### config.mk
export PLATFORM = sky130hd
export DESIGN_NAME = pscr_config_regs
export DESIGN_NICKNAME = d
export VERILOG_FILES = /design/src/pscr_end_marker.v /design/src/pscr_config_regs.v
export VERILOG_INCLUDE_DIRS = /design/src
export SDC_FILE = /design/constraint.sdc
export NUM_CORES = 1
export LEC_CHECK = 0
export BUFFER_PORTS_ARGS = -buffer_cell sky130_fd_sc_hd__buf_2
export CORE_UTILIZATION = 50
export CTS_CLUSTER_SIZE = 28
export DETAILED_ROUTE_END_ITERATION = 10
export PLACE_DENSITY = 0.81
export SLEW_MARGIN = 20
export SYNTH_ARGS = -nofsm -noshare
export SYNTH_HDL_FRONTEND = slang
export SYNTH_SLANG_ARGS = --single-unit
### constraint.sdc
create_clock -name clk -period 10.3 [get_ports clk]
set_input_delay 1.03 -clock clk [delete_from_list [all_inputs] [get_ports clk]]
set_output_delay 1.03 -clock clk [all_outputs]
set_load 0.05 [all_outputs]
### src/pscr_regs.vh
// Register offsets, fields, reset values and timing for the protection and share configuration bank
`ifndef PSCR_REGS_VH
`define PSCR_REGS_VH

// ----------------------------------------------------------------
// Register offsets
// ----------------------------------------------------------------
`define PSCR_OFS_CALIBRATION_BITS 8'h03
`define PSCR_OFS_CURRENT_SENSE_LIMIT_CFG 8'h04
`define PSCR_OFS_CURRENT_SHARE_OFFSET 8'h05
`define PSCR_OFS_CURRENT_SHARE_SLOPE 8'h06
`define PSCR_OFS_NVM_REGION_LOCKS 8'h07
`define PSCR_NUM_REGS 3'h5

// ----------------------------------------------------------------
// Shadow locations and reset values
// ----------------------------------------------------------------
`define PSCR_SHADOW_BASE 16'h8103
`define PSCR_RST_CALIBRATION_BITS 8'h00
`define PSCR_RST_CURRENT_SENSE_LIMIT_CFG 8'h00
`define PSCR_RST_CURRENT_SHARE_OFFSET 8'h00
`define PSCR_RST_CURRENT_SHARE_SLOPE 8'hfe
`define PSCR_RST_NVM_REGION_LOCKS 8'h20
`define PSCR_READ_UNMAPPED 8'h00

// ----------------------------------------------------------------
// Field positions
// ----------------------------------------------------------------
`define PSCR_REV_OFF_HI 7
`define PSCR_REV_OFF_LO 6
`define PSCR_REV_ON_HI 5
`define PSCR_REV_ON_LO 4
`define PSCR_POWER_ENABLE_GATE_OPTION_BIT 3
`define PSCR_RAMP_GATE_BIT 2
`define PSCR_OV_REC_HI 1
`define PSCR_OV_REC_LO 0
`define PSCR_ILIM_HI 7
`define PSCR_ILIM_LO 3
`define PSCR_SHARE_OK_HI 1
`define PSCR_SHARE_OK_LO 0
`define PSCR_SLOPE_HI 7
`define PSCR_SLOPE_LO 1
`define PSCR_NUM_LOCKS 7

// ----------------------------------------------------------------
// Threshold and window encodings, in millivolts
// ----------------------------------------------------------------
`define PSCR_REV_OFF_BASE_MV 9'h064
`define PSCR_REV_OFF_STEP_MV 9'h032
`define PSCR_REV_ON_BASE_MV 6'h14
`define PSCR_REV_ON_STEP_MV 6'h0a
`define PSCR_SHARE_OK_STEP_MV 9'h064

// ----------------------------------------------------------------
// Timing
// ----------------------------------------------------------------
`define PSCR_CLK_HZ 20000000
`define PSCR_OV_REC_STEP_US 100

// ----------------------------------------------------------------
// Lock regions: first and last byte address of each
// ----------------------------------------------------------------
`define PSCR_LOCK_FIRST {16'h8140, 16'h8120, 16'h8100, 16'h80c0, 16'h8080, 16'h8040, 16'h8000}
`define PSCR_LOCK_LAST {16'h817f, 16'h813f, 16'h811f, 16'h80ff, 16'h80bf, 16'h807f, 16'h803f}

`endif

### src/pscr_end_marker.v
// Restores the default net type after the design sources
`timescale 1ns/100ps
`default_nettype none
`default_nettype wire

### src/pscr_config_regs.v
// Protection and share configuration register bank with power-up shadow load
`timescale 1ns/100ps
`include "pscr_regs.vh"
`default_nettype none

module pscr_config_regs #(
    parameter integer OV_REC_STEP_CYCLES = (`PSCR_CLK_HZ / 1000000) * `PSCR_OV_REC_STEP_US
) (
    // Clock and reset
    input wire clk,
    input wire reset_n,
    // Register port from the serial engine
    input wire [7:0] reg_addr,
    input wire reg_wr_stb,
    input wire [7:0] reg_wdata,
    output reg [7:0] reg_rdata,
    // Shadow memory read port
    output reg nvm_rd_req,
    output reg [15:0] nvm_rd_addr,
    input wire nvm_rd_valid,
    input wire [7:0] nvm_rd_data,
    output reg cfg_loaded,
    // Shadow memory write check
    input wire [15:0] nvm_wr_addr,
    output wire nvm_wr_blocked,
    // Power sequencing
    input wire mains_good,
    input wire power_enable_request,
    input wire softstart_request,
    output reg power_enable_output,
    output reg softstart_enable,
    // Overvoltage recovery timing
    input wire ov_recover_start,
    output reg ov_recover_done,
    // Analog trims and region lock outputs
    output reg [8:0] rev_off_threshold_mv,
    output reg [5:0] rev_on_threshold_mv,
    output reg [4:0] current_limit_trim,
    output reg [8:0] share_ok_window_mv,
    output reg [7:0] share_offset_trim,
    output reg [6:0] share_slope_trim,
    output wire [6:0] nvm_region_protect
);

    // ----------------------------------------------------------------
    // Registers and loader state
    // ----------------------------------------------------------------
    // Loader runs REQ then WAIT once per shadow byte, then parks in DONE
    // DONE is left only by reset, so stray valids cannot reload the bank
    localparam [1:0] LD_REQ = 2'h0;
    localparam [1:0] LD_WAIT = 2'h1;
    localparam [1:0] LD_DONE = 2'h2;

    // Shadow-backed configuration registers
    reg [7:0] calibration_bits_q;
    reg [7:0] current_sense_limit_cfg_q;
    reg [7:0] current_share_offset_q;
    reg [7:0] current_share_slope_q;
    reg [7:0] nvm_region_locks_q;
    reg [1:0] ld_state_q;
    reg [2:0] ld_idx_q;
    // Mains-good synchroniser pair
    reg mains_meta_q;
    reg mains_good_q;
    // Recovery delay; 16 bits hold four steps at the default clock
    reg [15:0] ovr_cnt_q;
    reg ovr_busy_q;

    // Loader and write decode
    wire [7:0] ld_ofs;
    wire ld_take;
    wire [7:0] wr_ofs;
    wire wr_ok;
    wire [15:0] ovr_target;

    // Offset currently being filled by the loader
    assign ld_ofs = `PSCR_OFS_CALIBRATION_BITS + {5'h00, ld_idx_q};
    assign ld_take = (ld_state_q == LD_WAIT) && nvm_rd_valid;
    // Software writes are dropped until the load is done so a late shadow byte cannot overwrite them
    assign wr_ok = reg_wr_stb && (ld_state_q == LD_DONE);
    assign wr_ofs = reg_addr;

    // ----------------------------------------------------------------
    // Power-up shadow loader
    // ----------------------------------------------------------------
    // Request and address stand until valid, then the request drops
    // for one cycle before the next address goes out.
    // No timeout: a memory that never answers leaves the bank unloaded.
    always @(posedge clk) begin
        if (!reset_n) begin
            // Start again from the first shadow byte
            ld_state_q <= LD_REQ;
            ld_idx_q <= 3'h0;
            nvm_rd_req <= 1'b0;
            nvm_rd_addr <= `PSCR_SHADOW_BASE;
            cfg_loaded <= 1'b0;
        end else begin
            case (ld_state_q)
                LD_REQ: begin
                    nvm_rd_req <= 1'b1;
                    nvm_rd_addr <= `PSCR_SHADOW_BASE + {13'h0000, ld_idx_q};
                    ld_state_q <= LD_WAIT;
                end
                LD_WAIT: begin
                    if (nvm_rd_valid) begin
                        nvm_rd_req <= 1'b0;
                        if (ld_idx_q == `PSCR_NUM_REGS - 3'h1) begin
                            ld_state_q <= LD_DONE;
                            cfg_loaded <= 1'b1;
                        end else begin
                            ld_idx_q <= ld_idx_q + 3'h1;
                            ld_state_q <= LD_REQ;
                        end
                    end
                end
                LD_DONE: begin
                    // Parked: software owns the bank from here
                    nvm_rd_req <= 1'b0;
                end
                default: begin
                    ld_state_q <= LD_REQ;
                end
            endcase
        end
    end

    // ----------------------------------------------------------------
    // Register storage: shadow load first, software writes after
    // ----------------------------------------------------------------
    // Loader and software never collide: writes before DONE are dropped
    // Unmapped offsets fall to the default arm and change nothing
    always @(posedge clk) begin
        if (!reset_n) begin
            calibration_bits_q <= `PSCR_RST_CALIBRATION_BITS;
            current_sense_limit_cfg_q <= `PSCR_RST_CURRENT_SENSE_LIMIT_CFG;
            current_share_offset_q <= `PSCR_RST_CURRENT_SHARE_OFFSET;
            current_share_slope_q <= `PSCR_RST_CURRENT_SHARE_SLOPE;
            nvm_region_locks_q <= `PSCR_RST_NVM_REGION_LOCKS;
        end else if (ld_take) begin
            case (ld_ofs)
                `PSCR_OFS_CALIBRATION_BITS: calibration_bits_q <= nvm_rd_data;
                `PSCR_OFS_CURRENT_SENSE_LIMIT_CFG: current_sense_limit_cfg_q <= nvm_rd_data;
                `PSCR_OFS_CURRENT_SHARE_OFFSET: current_share_offset_q <= nvm_rd_data;
                `PSCR_OFS_CURRENT_SHARE_SLOPE: current_share_slope_q <= nvm_rd_data;
                `PSCR_OFS_NVM_REGION_LOCKS: nvm_region_locks_q <= nvm_rd_data;
                default: nvm_region_locks_q <= nvm_region_locks_q;
            endcase
        end else if (wr_ok) begin
            // All bits store as written, reserved ones too, so reads echo software
            case (wr_ofs)
                `PSCR_OFS_CALIBRATION_BITS: calibration_bits_q <= reg_wdata;
                `PSCR_OFS_CURRENT_SENSE_LIMIT_CFG: current_sense_limit_cfg_q <= reg_wdata;
                `PSCR_OFS_CURRENT_SHARE_OFFSET: current_share_offset_q <= reg_wdata;
                `PSCR_OFS_CURRENT_SHARE_SLOPE: current_share_slope_q <= reg_wdata;
                `PSCR_OFS_NVM_REGION_LOCKS: nvm_region_locks_q <= reg_wdata;
                default: nvm_region_locks_q <= nvm_region_locks_q;
            endcase
        end
    end

    // ----------------------------------------------------------------
    // Read data, registered one cycle after the address
    // ----------------------------------------------------------------
    // Unmapped offsets read zero; reads have no side effects
    // During the load a read shows what has arrived so far
    always @(posedge clk) begin
        if (!reset_n) begin
            reg_rdata <= `PSCR_READ_UNMAPPED;
        end else begin
            case (reg_addr)
                `PSCR_OFS_CALIBRATION_BITS: reg_rdata <= calibration_bits_q;
                `PSCR_OFS_CURRENT_SENSE_LIMIT_CFG: reg_rdata <= current_sense_limit_cfg_q;
                `PSCR_OFS_CURRENT_SHARE_OFFSET: reg_rdata <= current_share_offset_q;
                `PSCR_OFS_CURRENT_SHARE_SLOPE: reg_rdata <= current_share_slope_q;
                `PSCR_OFS_NVM_REGION_LOCKS: reg_rdata <= nvm_region_locks_q;
                default: reg_rdata <= `PSCR_READ_UNMAPPED;
            endcase
        end
    end

    // ----------------------------------------------------------------
    // Mains-good synchroniser and gated enables
    // ----------------------------------------------------------------
    // Only the second flop feeds the gates, so a metastable first
    // flop never reaches the enables; requests share our clock.
    // Gating costs three cycles of latency on mains-good, two of them in the synchroniser
    always @(posedge clk) begin
        if (!reset_n) begin
            mains_meta_q <= 1'b0;
            mains_good_q <= 1'b0;
            power_enable_output <= 1'b0;
            softstart_enable <= 1'b0;
        end else begin
            mains_meta_q <= mains_good;
            mains_good_q <= mains_meta_q;
            // Nothing is enabled before the configuration is known
            power_enable_output <= cfg_loaded && power_enable_request &&
                (!calibration_bits_q[`PSCR_POWER_ENABLE_GATE_OPTION_BIT] || mains_good_q);
            softstart_enable <= cfg_loaded && softstart_request &&
                (!calibration_bits_q[`PSCR_RAMP_GATE_BIT] || mains_good_q);
        end
    end

    // ----------------------------------------------------------------
    // Overvoltage recovery delay: (code + 1) steps of 100 us
    // ----------------------------------------------------------------
    // Code is read live, so a rewrite mid-wait moves the end point
    // Target is the step length times (code + 1)
    assign ovr_target = OV_REC_STEP_CYCLES[15:0] *
        ({14'h0000, calibration_bits_q[`PSCR_OV_REC_HI:`PSCR_OV_REC_LO]} + 16'h0001);

    // Done is a one-cycle pulse; a fresh start restarts the count
    always @(posedge clk) begin
        if (!reset_n) begin
            ovr_cnt_q <= 16'h0000;
            ovr_busy_q <= 1'b0;
            ov_recover_done <= 1'b0;
        end else begin
            ov_recover_done <= 1'b0;
            if (ov_recover_start) begin
                // A fresh start restarts the wait with the count reloaded to one
                ovr_busy_q <= 1'b1;
                ovr_cnt_q <= 16'h0001;
            end else if (ovr_busy_q) begin
                if (ovr_cnt_q >= ovr_target) begin
                    ovr_busy_q <= 1'b0;
                    ov_recover_done <= 1'b1;
                end else begin
                    ovr_cnt_q <= ovr_cnt_q + 16'h0001;
                end
            end
        end
    end

    // ----------------------------------------------------------------
    // Decoded trims for the analog side
    // ----------------------------------------------------------------
    // Registered so the analog side sees clean levels; each trim
    // follows its register one cycle late
    always @(posedge clk) begin
        if (!reset_n) begin
            rev_off_threshold_mv <= `PSCR_REV_OFF_BASE_MV;
            rev_on_threshold_mv <= `PSCR_REV_ON_BASE_MV;
            current_limit_trim <= 5'h00;
            share_ok_window_mv <= `PSCR_SHARE_OK_STEP_MV;
            share_offset_trim <= 8'h00;
            share_slope_trim <= 7'h00;
        end else begin
            rev_off_threshold_mv <= `PSCR_REV_OFF_BASE_MV + `PSCR_REV_OFF_STEP_MV *
                {7'h00, calibration_bits_q[`PSCR_REV_OFF_HI:`PSCR_REV_OFF_LO]};
            rev_on_threshold_mv <= `PSCR_REV_ON_BASE_MV + `PSCR_REV_ON_STEP_MV *
                {4'h0, calibration_bits_q[`PSCR_REV_ON_HI:`PSCR_REV_ON_LO]};
            // All ones is the 130% ceiling; the analog ladder sets the scale
            current_limit_trim <= current_sense_limit_cfg_q[`PSCR_ILIM_HI:`PSCR_ILIM_LO];
            // Bit 2 is left out on purpose; software keeps it at zero
            share_ok_window_mv <= `PSCR_SHARE_OK_STEP_MV *
                ({7'h00, current_sense_limit_cfg_q[`PSCR_SHARE_OK_HI:`PSCR_SHARE_OK_LO]} + 9'h001);
            share_offset_trim <= current_share_offset_q;
            share_slope_trim <= current_share_slope_q[`PSCR_SLOPE_HI:`PSCR_SLOPE_LO];
        end
    end

    // ----------------------------------------------------------------
    // Shadow memory write protection, one comparator pair per lock bit
    // ----------------------------------------------------------------
    // Checked against the proposed write address with no clock, so the
    // memory controller can refuse the write in the same cycle.
    // One 16-bit first and last pair per lock, lock 0 lowest
    localparam [16*`PSCR_NUM_LOCKS-1:0] LOCK_FIRST = `PSCR_LOCK_FIRST;
    localparam [16*`PSCR_NUM_LOCKS-1:0] LOCK_LAST = `PSCR_LOCK_LAST;
    wire [`PSCR_NUM_LOCKS-1:0] lock_hit;

    genvar gi;
    generate
        for (gi = 0; gi < `PSCR_NUM_LOCKS; gi = gi + 1) begin : g_lock
            assign lock_hit[gi] = nvm_region_locks_q[gi] &&
                (nvm_wr_addr >= LOCK_FIRST[16*gi +: 16]) &&
                (nvm_wr_addr <= LOCK_LAST[16*gi +: 16]);
        end
    endgenerate

    // Bit 7 takes part in nothing
    // Region 5 holds the calibration set and is normally left locked
    assign nvm_region_protect = nvm_region_locks_q[`PSCR_NUM_LOCKS-1:0];
    assign nvm_wr_blocked = |lock_hit;

endmodule // pscr_config_regs

`default_nettype wire

# ---- Yosys cells after proc, flatten, opt, wreduce, memory -nomap -nowiden
# Cells that the tools add are included.
dict set report totals {
  in_bits 48
  memories 0
  mem_bits_rw 0
  word_cells 158
  latch_bits 0
  out_inout_bits 81
  mem_bits_ro 0
  ff_bits 137
}
dict set report op_classes {
  addsub 8
  eq_ne 20
  div_mod_pow 0
  muxes 33
  mul 4
  reduce_logical 47
  n_lt_le_gt_ge 15
  n_bitwise 5
  shifts 0
}
# cell n
set ops {}
lappend ops {{$mux 8} 20}
lappend ops {{$ge 16x16->1 const B} 7}
lappend ops {{$le 16x16->1 const B} 7}
lappend ops {{$pmux 8 s5} 1}
lappend ops {{$eq 8x3->1 const B} 4}
lappend ops {{$reduce_and 3->1} 7}
lappend ops {{$logic_and 1x1->1} 20}
lappend ops {{$add 16x1->16 const B} 1}
lappend ops {{$add 16x3->16 const A} 1}
lappend ops {{$eq 4x3->1 const B} 4}
lappend ops {{$ge 16x14->1} 1}
lappend ops {{$reduce_bool 2->1} 7}
lappend ops {{$mul 7x3->10 const A} 1}
lappend ops {{$ne 2x1->1 const B} 5}
lappend ops {{$add 7x8->9 const A} 1}
lappend ops {{$eq 8x2->1 const B} 1}
lappend ops {{$mux 1} 8}
lappend ops {{$reduce_and 2->1} 4}
lappend ops {{$mul 5x2->7 const A} 1}
lappend ops {{$mul 5x3->7 const A} 1}
lappend ops {{$reduce_or 7->1} 1}
lappend ops {{$add 2x1->3 const B} 2}
lappend ops {{$add 5x6->6 const A} 1}
lappend ops {{$pmux 2 s3} 1}
lappend ops {{17 further kinds} 25}

# ---- Logic depth before layout (Yosys ltp)
# Gate-level depths: netlist of the first run.
dict set report depth {
  depth_word 6
  mapped_depth 14
  ltp_nobuf 13
}

# ---- Worst setup path after synthesis of the first run
# Ideal clock, no wire load.
dict set report synth_path {
  path_type {register -> register}
  startpoint {register calibration_bits_q[0]}
  endpoint {register ovr_cnt_q[0]}
  required_ns 10.180
  path_slack_ns 6.761
  stages_incl_launch_ff 15
  period_less_slack_ns 3.539
  setup_ns 0.120
  n_path_buf 1
  arrival_time_ns 3.420
  path_cell_list {dfxtp_1 > inv_1 > ha_1 > nor3b_1 > inv_1 > fa_1 > xor2_1 > xnor2_1 > ha_1 > nand4_1 > nor3_1 > a41o_1 > clkbuf_1 > nor3_1 > o31a_1}
}
dict set report synth_between {
  elab_chain_len 5
}
# element line_no
set synth_rtl {}
lappend synth_rtl {{start: declaration} pscr_config_regs.v:55} ;# reg [7:0] calibration_bits_q;
lappend synth_rtl {{start signal: assignment} pscr_config_regs.v:134} ;# calibration_bits_q <= `PSCR_RST_CALIBRATION_BITS;
lappend synth_rtl {{start signal: assignment} pscr_config_regs.v:141} ;# `PSCR_OFS_CALIBRATION_BITS: calibration_bits_q <= nvm_rd_data;
lappend synth_rtl {{start signal: assignment} pscr_config_regs.v:151} ;# `PSCR_OFS_CALIBRATION_BITS: calibration_bits_q <= reg_wdata;
lappend synth_rtl {{$add 2x1->3} pscr_config_regs.v:210} ;# ({14'h0000, calibration_bits_q[`PSCR_OV_REC_HI:`PSCR_OV_REC_LO]} + 16'h0001);
lappend synth_rtl {{$mul 7x3->10} pscr_config_regs.v:209} ;# assign ovr_target = OV_REC_STEP_CYCLES[15:0] *
lappend synth_rtl {{$ge 16x14->1} pscr_config_regs.v:225} ;# if (ovr_cnt_q >= ovr_target) begin
lappend synth_rtl {{$ne 2x2->1 (no line)} --}
lappend synth_rtl {{$reduce_and 2->1 (no line)} --}
lappend synth_rtl {{end signal: assignment} pscr_config_regs.v:229} ;# ovr_cnt_q <= ovr_cnt_q + 16'h0001;
lappend synth_rtl {{end: declaration} pscr_config_regs.v:66} ;# reg [15:0] ovr_cnt_q;
# No other way between the ends.
# A chain may end at the register's enable or synchronous reset.

# ---- Worst setup path after layout of the first run
# Same ends and word-level chain as after synthesis.

==> metrics.md, run 1 <==
| Metric | Value |
|---|---|
| Peak supply drop | 0.159 mV |
| Clock slew at reported path FFs | 0.06 ns |
| Fmax | 233 MHz |
| Register bit total from synthesis | 119 |
| Crit path cell chain | inv_1 -> ha_1 -> nor3b_1 -> inv_1 -> fa_1 -> xor2_1 -> xnor2_1 -> ha_1 -> nand2_1 -> or2_2 -> o21ai_1 -> nor3_1 -> o31a_1 |
| H-tree levels | 4 |
| Setup Skew | 0.0107 ns |
| CTS tree | built |
| Share of cells above drive strength 1 | 0.232 |
| Vias in the first global route | 4489 |
| IO buf count | 107 |
| Crit path DAT | 4.58 ns |
| HPWL after DPL | 9370 um |
| Pleak | 3.22 nW |
| Filler instances | 911 |
| Initial Utilization | 0.518 |
| CTS Root Cell | clkbuf_16 |
| Max-slew violations | 0 |
| Final instance count without filler cells | 817 |
| Hold crit path type | register to register |
| Die X-Extent | 108 um |
| Critical path's top delay family | compound AO/OA/AOI/OAI gates |
| Inst Count DP | 785 |
| Full die area | 11800 um^2 |
| Wire per inst | 16.4 um |
| Initial antenna violation count | 0 |
| Sequential share of the synthesized area | 0.420 |
| Most frequent cells in the layout | 119 x dfxtp_1, 107 x buf_2, 69 x nand2_1, 38 x ha_1, 34 x inv_1 |
| CP Data Required Time | 10.59 ns |
| Clock buffer depth | 2 |
| Worst path bufs/invs | 2 |
| Core area | 10900 um^2 |
| Status | complete, no violations |
| ANT nets after route | 0 |
| Worst Path Max Fanout | 14 |
| FP Rows | 38 |
| Syn Area/Cell | 9.89 um^2 |
| Mapped Area | 5670 um^2 |
| Post-synth EDFFs | 0 |
| First-pass GRT wire length | 21300 um |
| Top-Level Pins | 129 |
| Final period util | 0.417 |
| Die height | 108 um |
| Placer Congestion | 0.842 |
| CTS sink count | 119 |
| Post_cts resized | 0 |
| Vias/cell | 5.58 |
| Largest stage delay, worst path | 0.78 ns |
| Final #Nets | 752 |
| Max-cap violations | 0 |
| Setup bufs post-CTS | 0 |
| Post-synth cell types | 61 |
| Area Overhead vs Synth | 17.7% |
| Skew-Pair Late Insertion Delay | 0.41 ns |
| Residual DRC | 0 |
| CTS Hold Bufs | 0 |
| Total wire length | 13400 um |
| Tightest Pin Transition | 0.994 ns |
| Final Hold Violating Endpoints | 0 |
| Fin util | 0.610 |
| Ys flop type | dfxtp_1 |
| PwrDens | 179 nW/um^2 |
| Commonest non-fill, non-tap cell in the layout | dfxtp_1 |
| 1st-pass router iterations | 5 |
| CP Launch Type | register |
| Inserted Clock Buffers | 17 |
| Min cycle time layout | 4.29 ns |
| Gr usage total | 0.238 |
| Final setup viols | 0 |
| Slowest CP cell | o21ai_1 |
| Post-route setup TNS | 0 ns |
| Unrepaired setup endpoints after global routing | no |
| Slew margin rel. | 0.333 |
| Diodes inserted | 0 |
| Yosys warnings | 0 |
| Overflow after GRT | 0 |
| Async SR Flop Fraction | 0 |
| Vias | 4560 |
| CP Class | register to register |
| Largest net degree at the start of global routing | 100 |
| Initial drt markers | 383 |
| Post-synthesis cell count | 573 |
| CP Capture Type | register |
==> stage by stage <==
step / total power, mW / hold slack (ns) / area (um^2) / setup WS, ns
global route: 1.24 / 0.464 / 6670 / 5.70
finish: 1.20 / 0.441 / 6670 / 6.01
detailed placement: 0.607 / 0.428 / 6070 / 6.05
CTS: 1.20 / 0.444 / 6670 / 6.03
floorplan: 0.585 / 0.406 / 5720 / 6.76
global placement: 0.602 / 0.419 / 6070 / 6.33
==> worst paths after layout <==
kind / slack, ns / cells after the start / start / endpoint
setup / recovery: 6.01 / 13 / calibration_bits_q[0] / ovr_cnt_q[0]
hold / removal: 0.44 / 1 / mains_meta_q / mains_good_q
hold reg to reg: 0.44 / 1 / mains_meta_q / mains_good_q
setup reg to reg: 6.01 / 13 / calibration_bits_q[0] / ovr_cnt_q[0]
==> layer usage <==
layer	up-vias	global-route usage	routed length (um)
li1	2164	-	-
met1	2151	0.279	5610
met2	215	0.396	6600
met3	30	0.0723	928
met4	0	0.109	265
met5	-	0	0
==> where the power goes <==
| group | total, mW | switching [mW] | internal (mW) |
|---|---|---|---|
| registers | 0.481 | 0.00950 | 0.472 |
| clock network | 0.597 | 0.210 | 0.387 |
| logic | 0.118 | 0.0821 | 0.0357 |
| total | 1.20 | 0.302 | 0.894 |
==> cells by family (layout without fill, tap and decap cells) <==
logic type,Yosys count,after routing,share of synthesized area
compound gates,121,121,0.169
xor+xnor,6,6,0.00927
fa+ha+maj,40,40,0.0910
buf+inv,84,174,0.0874
flops,119,119,0.420
mux,25,25,0.0475
other cells,2,16,0.00132
simple gates,176,176,0.175
==> synthesized netlist by cell type (all sizes together), types with 13 or more instances <==
master / instances / share of area
a21oi: 25 / 0.022
and2: 28 / 0.031
buf: 36 / 0.053
clkbuf: 13 / 0.010
dfxtp: 119 / 0.42
ha: 38 / 0.084
inv: 34 / 0.023
mux2i: 19 / 0.034
nand2: 70 / 0.047
nand3: 14 / 0.012
o211a: 30 / 0.053
o21ai: 16 / 0.014
==> state kept, by name, indices dropped and copies added, names as in the netlist, 2 cells and up <==
| signal | count |
|---|---|
| current_share_offset_q | 8 |
| reg_rdata | 8 |
| calibration_bits_q | 8 |
| rev_on_threshold_mv | 5 |
| current_limit_trim | 5 |
| ld_idx_q | 3 |
| ovr_cnt_q | 16 |
| rev_off_threshold_mv | 7 |
| nvm_rd_addr | 4 |
| share_slope_trim | 7 |
| nvm_region_locks_q | 8 |
| current_sense_limit_cfg_q | 8 |
| current_share_slope_q | 8 |
| share_offset_trim | 8 |
| share_ok_window_mv | 6 |
| ld_state_q | 2 |
==> area by class of cell <==
type	instances	area (um^2)	share of cell area
inverters	34	128	0.0191
repair buffers	108	543	0.0814
well taps	140	175	0.0263
clock buffers	21	450	0.0675
multi-input cells	384	2840	0.426
flip-flops and latches	119	2380	0.357
clock inverters	11	149	0.0223
(Power assumes the default switching activity.)
==> run 2, diff against run 1 <==
==> constraint.sdc (replaced) <==
create_clock -name clk -period 4.1 [get_ports clk]
set_input_delay 0.41 -clock clk [delete_from_list [all_inputs] [get_ports clk]]
set_output_delay 0.41 -clock clk [all_outputs]
set_load 0.05 [all_outputs]
==> run 2 against run 1 <==
Via count grew 1.7%. Sequential power rose to 2.5 times the previous value. Final cell count up 0.49%. Critical path depth unchanged. Highest routed layer unchanged. Worst setup slack lost 5.8 ns. Global-route usage is 0.19 points higher. Wire length shrank 0.32%. Die area is the same. First-iteration DRC count down 19%. Count of clock-buffer cells in the layout down 2. Total power grew to 2.6 times the previous value. Non-clock buffer count up 4.
==> metrics.md, run 2 (synthesis gave the netlist of run 1 again) <==
| Metric | Value |
|---|---|
| Status | complete, no violations |
| Max FFs per register | 16 |
| Critical path's top delay family | simple AND/OR/NAND/NOR gates |
| Register-to-register setup slack | 0.26 ns |
| Post-route setup TNS | 0 ns |
| IO buf count | 107 |
| Initial Utilization | 0.518 |
| Peak supply drop | 0.437 mV |
| Area Overhead vs Synth | 18.6% |
| Largest net degree at the start of global routing | 84 |
| HPWL after DPL | 9300 um |
| ANT nets after route | 0 |
| Top-Level Pins | 129 |
| Filler instances | 897 |
| Die height | 108 um |
| Crit path cell chain | inv_1 -> ha_1 -> nor3b_1 -> inv_1 -> fa_1 -> xor2_1 -> xnor2_1 -> ha_1 -> nand4_1 -> nor2_1 -> a41o_1 -> or4_1 -> a21oi_1 |
| CP Data Required Time | 4.44 ns |
| CTS Root Cell | clkbuf_16 |
| Met2 WL | 6490 um |
| Placed cell areas | 6100 um^2 |
| Core area | 10900 um^2 |
| Final instance count without filler cells | 821 |
| Share of cells above drive strength 1 | 0.241 |
| Pleak | 3.26 nW |
| Final #Nets | 756 |
| Min cycle time layout | 3.84 ns |
| Slew margin rel. | 0.425 |
| Initial drt markers | 310 |
| Fin Hold WS | 0.213 ns |
| Inst Count DP | 789 |
| Tightest Pin Transition | 0.856 ns |
| Worst Path Max Fanout | 18 |
| Top sig layer | met4 |
| Slowest CP cell | or4_1 |
| Diodes inserted | 0 |
| CP Capture Type | register |
| Top reg by flops | ovr_cnt_q |
| Overflow after GRT | 0 |
| Total power | 3.06 mW |
| Fin util | 0.615 |
| 1st-pass router iterations | 5 |
| CP Class | register to register |
| Wire per inst | 16.3 um |
| Total wire length | 13400 um |
| Placer Congestion | 0.840 |
| Final Hold Violating Endpoints | 0 |
| PwrDens | 456 nW/um^2 |
| Most frequent cells in the layout | 119 x dfxtp_1, 107 x buf_2, 69 x nand2_1, 38 x ha_1, 34 x inv_1 |
| Clock slew at reported path FFs | 0.06 ns |
| Die X-Extent | 108 um |
| Final Worst Setup Slack | 0.256 ns |
| Max-slew violations | 0 |
| Met1 WL | 5500 um |
| Crit path DAT | 4.18 ns |
| FF/Latch Area | 2380 um^2 |
| Final setup viols | 0 |
| First-pass GRT wire length | 21400 um |
| Setup Skew | 0.00919 ns |
| Fmax | 260 MHz |
| CTS tree | built |
| Final period util | 0.937 |
| CTS sink count | 119 |
| Unrepaired setup endpoints after global routing | no |
| Inserted Clock Buffers | 17 |
| Post_cts resized | 0 |
| CTS Hold Bufs | 0 |
| Residual DRC | 0 |
| Max-cap violations | 0 |
| Hold crit path type | input port to register |
| Finished Cell Area | 6720 um^2 |
| Vias | 4639 |
| Vias/cell | 5.65 |
| Commonest non-fill, non-tap cell in the layout | dfxtp_1 |
| FP Rows | 38 |
| Vias in the first global route | 4508 |
| Skew-Pair Late Insertion Delay | 0.41 ns |
| H-tree levels | 4 |
| CP Launch Type | register |
| Routed wl met3 | 1080 um |
| Largest stage delay, worst path | 0.59 ns |
| Full die area | 11800 um^2 |
| Worst path bufs/invs | 2 |
| Initial antenna violation count | 0 |
| Gr usage total | 0.240 |
| Multi-input logic area | 2840 um^2 |
| Setup bufs post-CTS | 0 |
| Clock buffer depth | 2 |
| Placement Setup Slack | 0.290 ns |
## run 2: cell count changes in the layout (fill, tap and decap cells not counted), sizes merged
cell    delta
buf        +4
clkbuf     -2
inv        +2
## run 2: worst paths after layout
kind,endpoint,startpoint,cells after the start
max,ovr_cnt_q[5],calibration_bits_q[0],13
min,mains_meta_q,mains_good,2
max reg2reg,ovr_cnt_q[5],calibration_bits_q[0],13
min reg2reg,mains_good_q,mains_meta_q,1
## run 2: area by class of cell
cell class,count,share of cell area
sequential,119,0.354
tap,140,0.0261
multi-input combinational,384,0.423
clock inverter,13,0.0253
clock buffer,19,0.0674
timing repair buffer,112,0.0852
inverter,34,0.0190
## run 2: per-layer routing
layer | up-vias | global-route usage
met3 | 30 | 0.0699
met1 | 2217 | 0.281
met4 | 0 | 0.0985
met5 | - | 0
li1 | 2181 | -
met2 | 211 | 0.408
## run 2: report_power, final
| group | internal, mW | switching (mW) |
|---|---|---|
| clock network | 0.995 | 0.562 |
| logic | 0.0917 | 0.206 |
| registers | 1.18 | 0.0240 |
| total | 2.27 | 0.792 |
## run 2: worst register-to-register path, delay by kind of cell (launching register included)
family | cells | cell delay (ns)
adder cells (fa/ha/maj) | 3 | 1.06
AND/OR/NAND/NOR | 4 | 1.08
AO/OA/AOI/OAI | 2 | 0.59
XOR/XNOR | 2 | 0.32
flip-flops | 1 | 0.46
buffers and inverters | 2 | 0.26
==> run 3, diff against run 2 <==
--- a/config.mk
+++ b/config.mk
@@ -6,11 +6,12 @@
 export SDC_FILE = /design/constraint.sdc
 export NUM_CORES = 1
 export LEC_CHECK = 0
+export ABC_CLOCK_PERIOD_IN_PS = 4100
 export BUFFER_PORTS_ARGS = -buffer_cell sky130_fd_sc_hd__buf_2
 export CORE_UTILIZATION = 50
 export CTS_CLUSTER_SIZE = 28
 export DETAILED_ROUTE_END_ITERATION = 10
-export PLACE_DENSITY = 0.81
+export PLACE_DENSITY = 0.78
 export SLEW_MARGIN = 20
 export SYNTH_ARGS = -nofsm -noshare
 export SYNTH_HDL_FRONTEND = slang
==> run 3 against run 2 <==
Count of clock-buffer cells in the layout is the same. Hold slack lost 0.019 ns. Die area is the same. Via count shrank 2.7%. Worst setup slack gained 0.11 ns. Critical path depth grew 1. Final cell count is the same. Highest routed layer unchanged.
==> metrics.md, run 3 (synthesis gave the netlist of run 1 again) <==
| Metric | Value |
|---|---|
| CTS Hold Bufs | 0 |
| Die X-Extent | 108 um |
| Gr usage total | 0.243 |
| FP Rows | 38 |
| First-pass GRT wire length | 21600 um |
| PwrDens | 461 nW/um^2 |
| Setup Skew | 0.0107 ns |
| ANT nets after route | 0 |
| Crit path DAT | 4.07 ns |
| Setup bufs post-CTS | 0 |
| Clock buffer depth | 2 |
| Inserted Clock Buffers | 17 |
| Inst Count DP | 789 |
| Total power | 3.10 mW |
| Worst Path Max Fanout | 14 |
| Share of cells above drive strength 1 | 0.241 |
| Total wire length | 13300 um |
| CTS sink count | 119 |
| IO buf count | 107 |
| Final Worst Setup Slack | 0.366 ns |
| Core area | 10900 um^2 |
| 1st-pass router iterations | 5 |
| Placer Congestion | 0.825 |
| Most frequent cells in the layout | 119 x dfxtp_1, 107 x buf_2, 69 x nand2_1, 38 x ha_1, 34 x inv_1 |
| Slew margin rel. | 0.443 |
| Clock slew at reported path FFs | 0.05 ns |
| CP Capture Type | register |
| Unrepaired setup endpoints after global routing | no |
| HPWL after DPL | 9350 um |
| CP Class | register to register |
| Post_cts resized | 0 |
| CTS Root Cell | clkbuf_16 |
| CP Data Required Time | 4.44 ns |
| Final instance count without filler cells | 821 |
| Min cycle time layout | 3.73 ns |
| Tightest Pin Transition | 0.830 ns |
| Skew-Pair Late Insertion Delay | 0.42 ns |
| Vias in the first global route | 4459 |
| CP Launch Type | register |
| Area Overhead vs Synth | 18.8% |
| Final #Nets | 756 |
| Max-cap violations | 0 |
| Final Hold Violating Endpoints | 0 |
| H-tree levels | 4 |
| Final setup viols | 0 |
| Placement Setup Slack | 0.327 ns |
| Max FFs per register | 16 |
| Die height | 108 um |
| Largest net degree at the start of global routing | 75 |
| Final period util | 0.911 |
| Top-Level Pins | 129 |
| Vias | 4516 |
| Max-slew violations | 0 |
| Fmax | 268 MHz |
| CTS tree | built |
| Initial antenna violation count | 0 |
| Initial Utilization | 0.518 |
| Vias/cell | 5.50 |
| Peak supply drop | 0.368 mV |
| Wire per inst | 16.2 um |
| Top reg by flops | ovr_cnt_q |
| Residual DRC | 0 |
| Commonest non-fill, non-tap cell in the layout | dfxtp_1 |
| Full die area | 11800 um^2 |
| Diodes inserted | 0 |
| Post-route setup TNS | 0 ns |
| Overflow after GRT | 0 |
| Hold crit path type | input port to register |
| Initial drt markers | 379 |
| Status | complete, no violations |
| Pleak | 3.27 nW |
-- run 3: per-stage QoR --
stage	instance area, um^2	util	hold WS, ns
final	6740	0.616	0.195
after global routing	6740	0.616	0.193
after floorplan	5720	-	0.406
after global placement	6100	0.558	0.420
after CTS	6730	0.616	0.190
after detailed placement	6100	0.558	0.424
-- run 3: final timing paths --
check                             start            to  slack, ns  cells after the start
setup / recovery  calibration_bits_q[0]  ovr_cnt_q[4]       0.37                     14
hold / removal               mains_good  mains_meta_q       0.19                      2
setup reg to reg  calibration_bits_q[0]  ovr_cnt_q[4]       0.37                     14
hold reg to reg            mains_meta_q  mains_good_q       0.44                      1
-- run 3: power by group --
group          total [mW]  internal (mW)  switching [mW]
Sequential           1.21           1.18          0.0232
Clock                1.60           1.04           0.558
Combinational       0.298         0.0917           0.206
Total                3.10           2.32           0.787
-- run 3: critical path, cell delays in order, from the launching register on --
cell and delay (ns):
dfxtp_1 0.45, inv_1 0.16, ha_1 0.36, nor3b_1 0.27
inv_1 0.11, fa_1 0.38, xor2_1 0.18, xnor2_1 0.14
ha_1 0.31, a21oi_1 0.22, o211a_1 0.20, o21ai_1 0.07
buf_4 0.18, or4_1 0.47, a21oi_1 0.15
-- run 3: final cells by class --
type                       instances  area, um^2
clock buffer                      19         443
multi-input combinational        384        2840
inverter                          34         128
tap                              140         175
sequential                       119        2380
fill                             905        4200
clock inverter                    13         190
timing repair buffer             112         573
-- run 3: per-layer routing --
| metal | part of all wire | up-vias | GRT usage |
|---|---|---|---|
| li1 | - | 2175 | - |
| met1 | 0.42 | 2179 | 0.276 |
| met2 | 0.50 | 144 | 0.421 |
| met3 | 0.064 | 18 | 0.0741 |
| met4 | 0.017 | 0 | 0.102 |
| met5 | 0 | - | 0 |
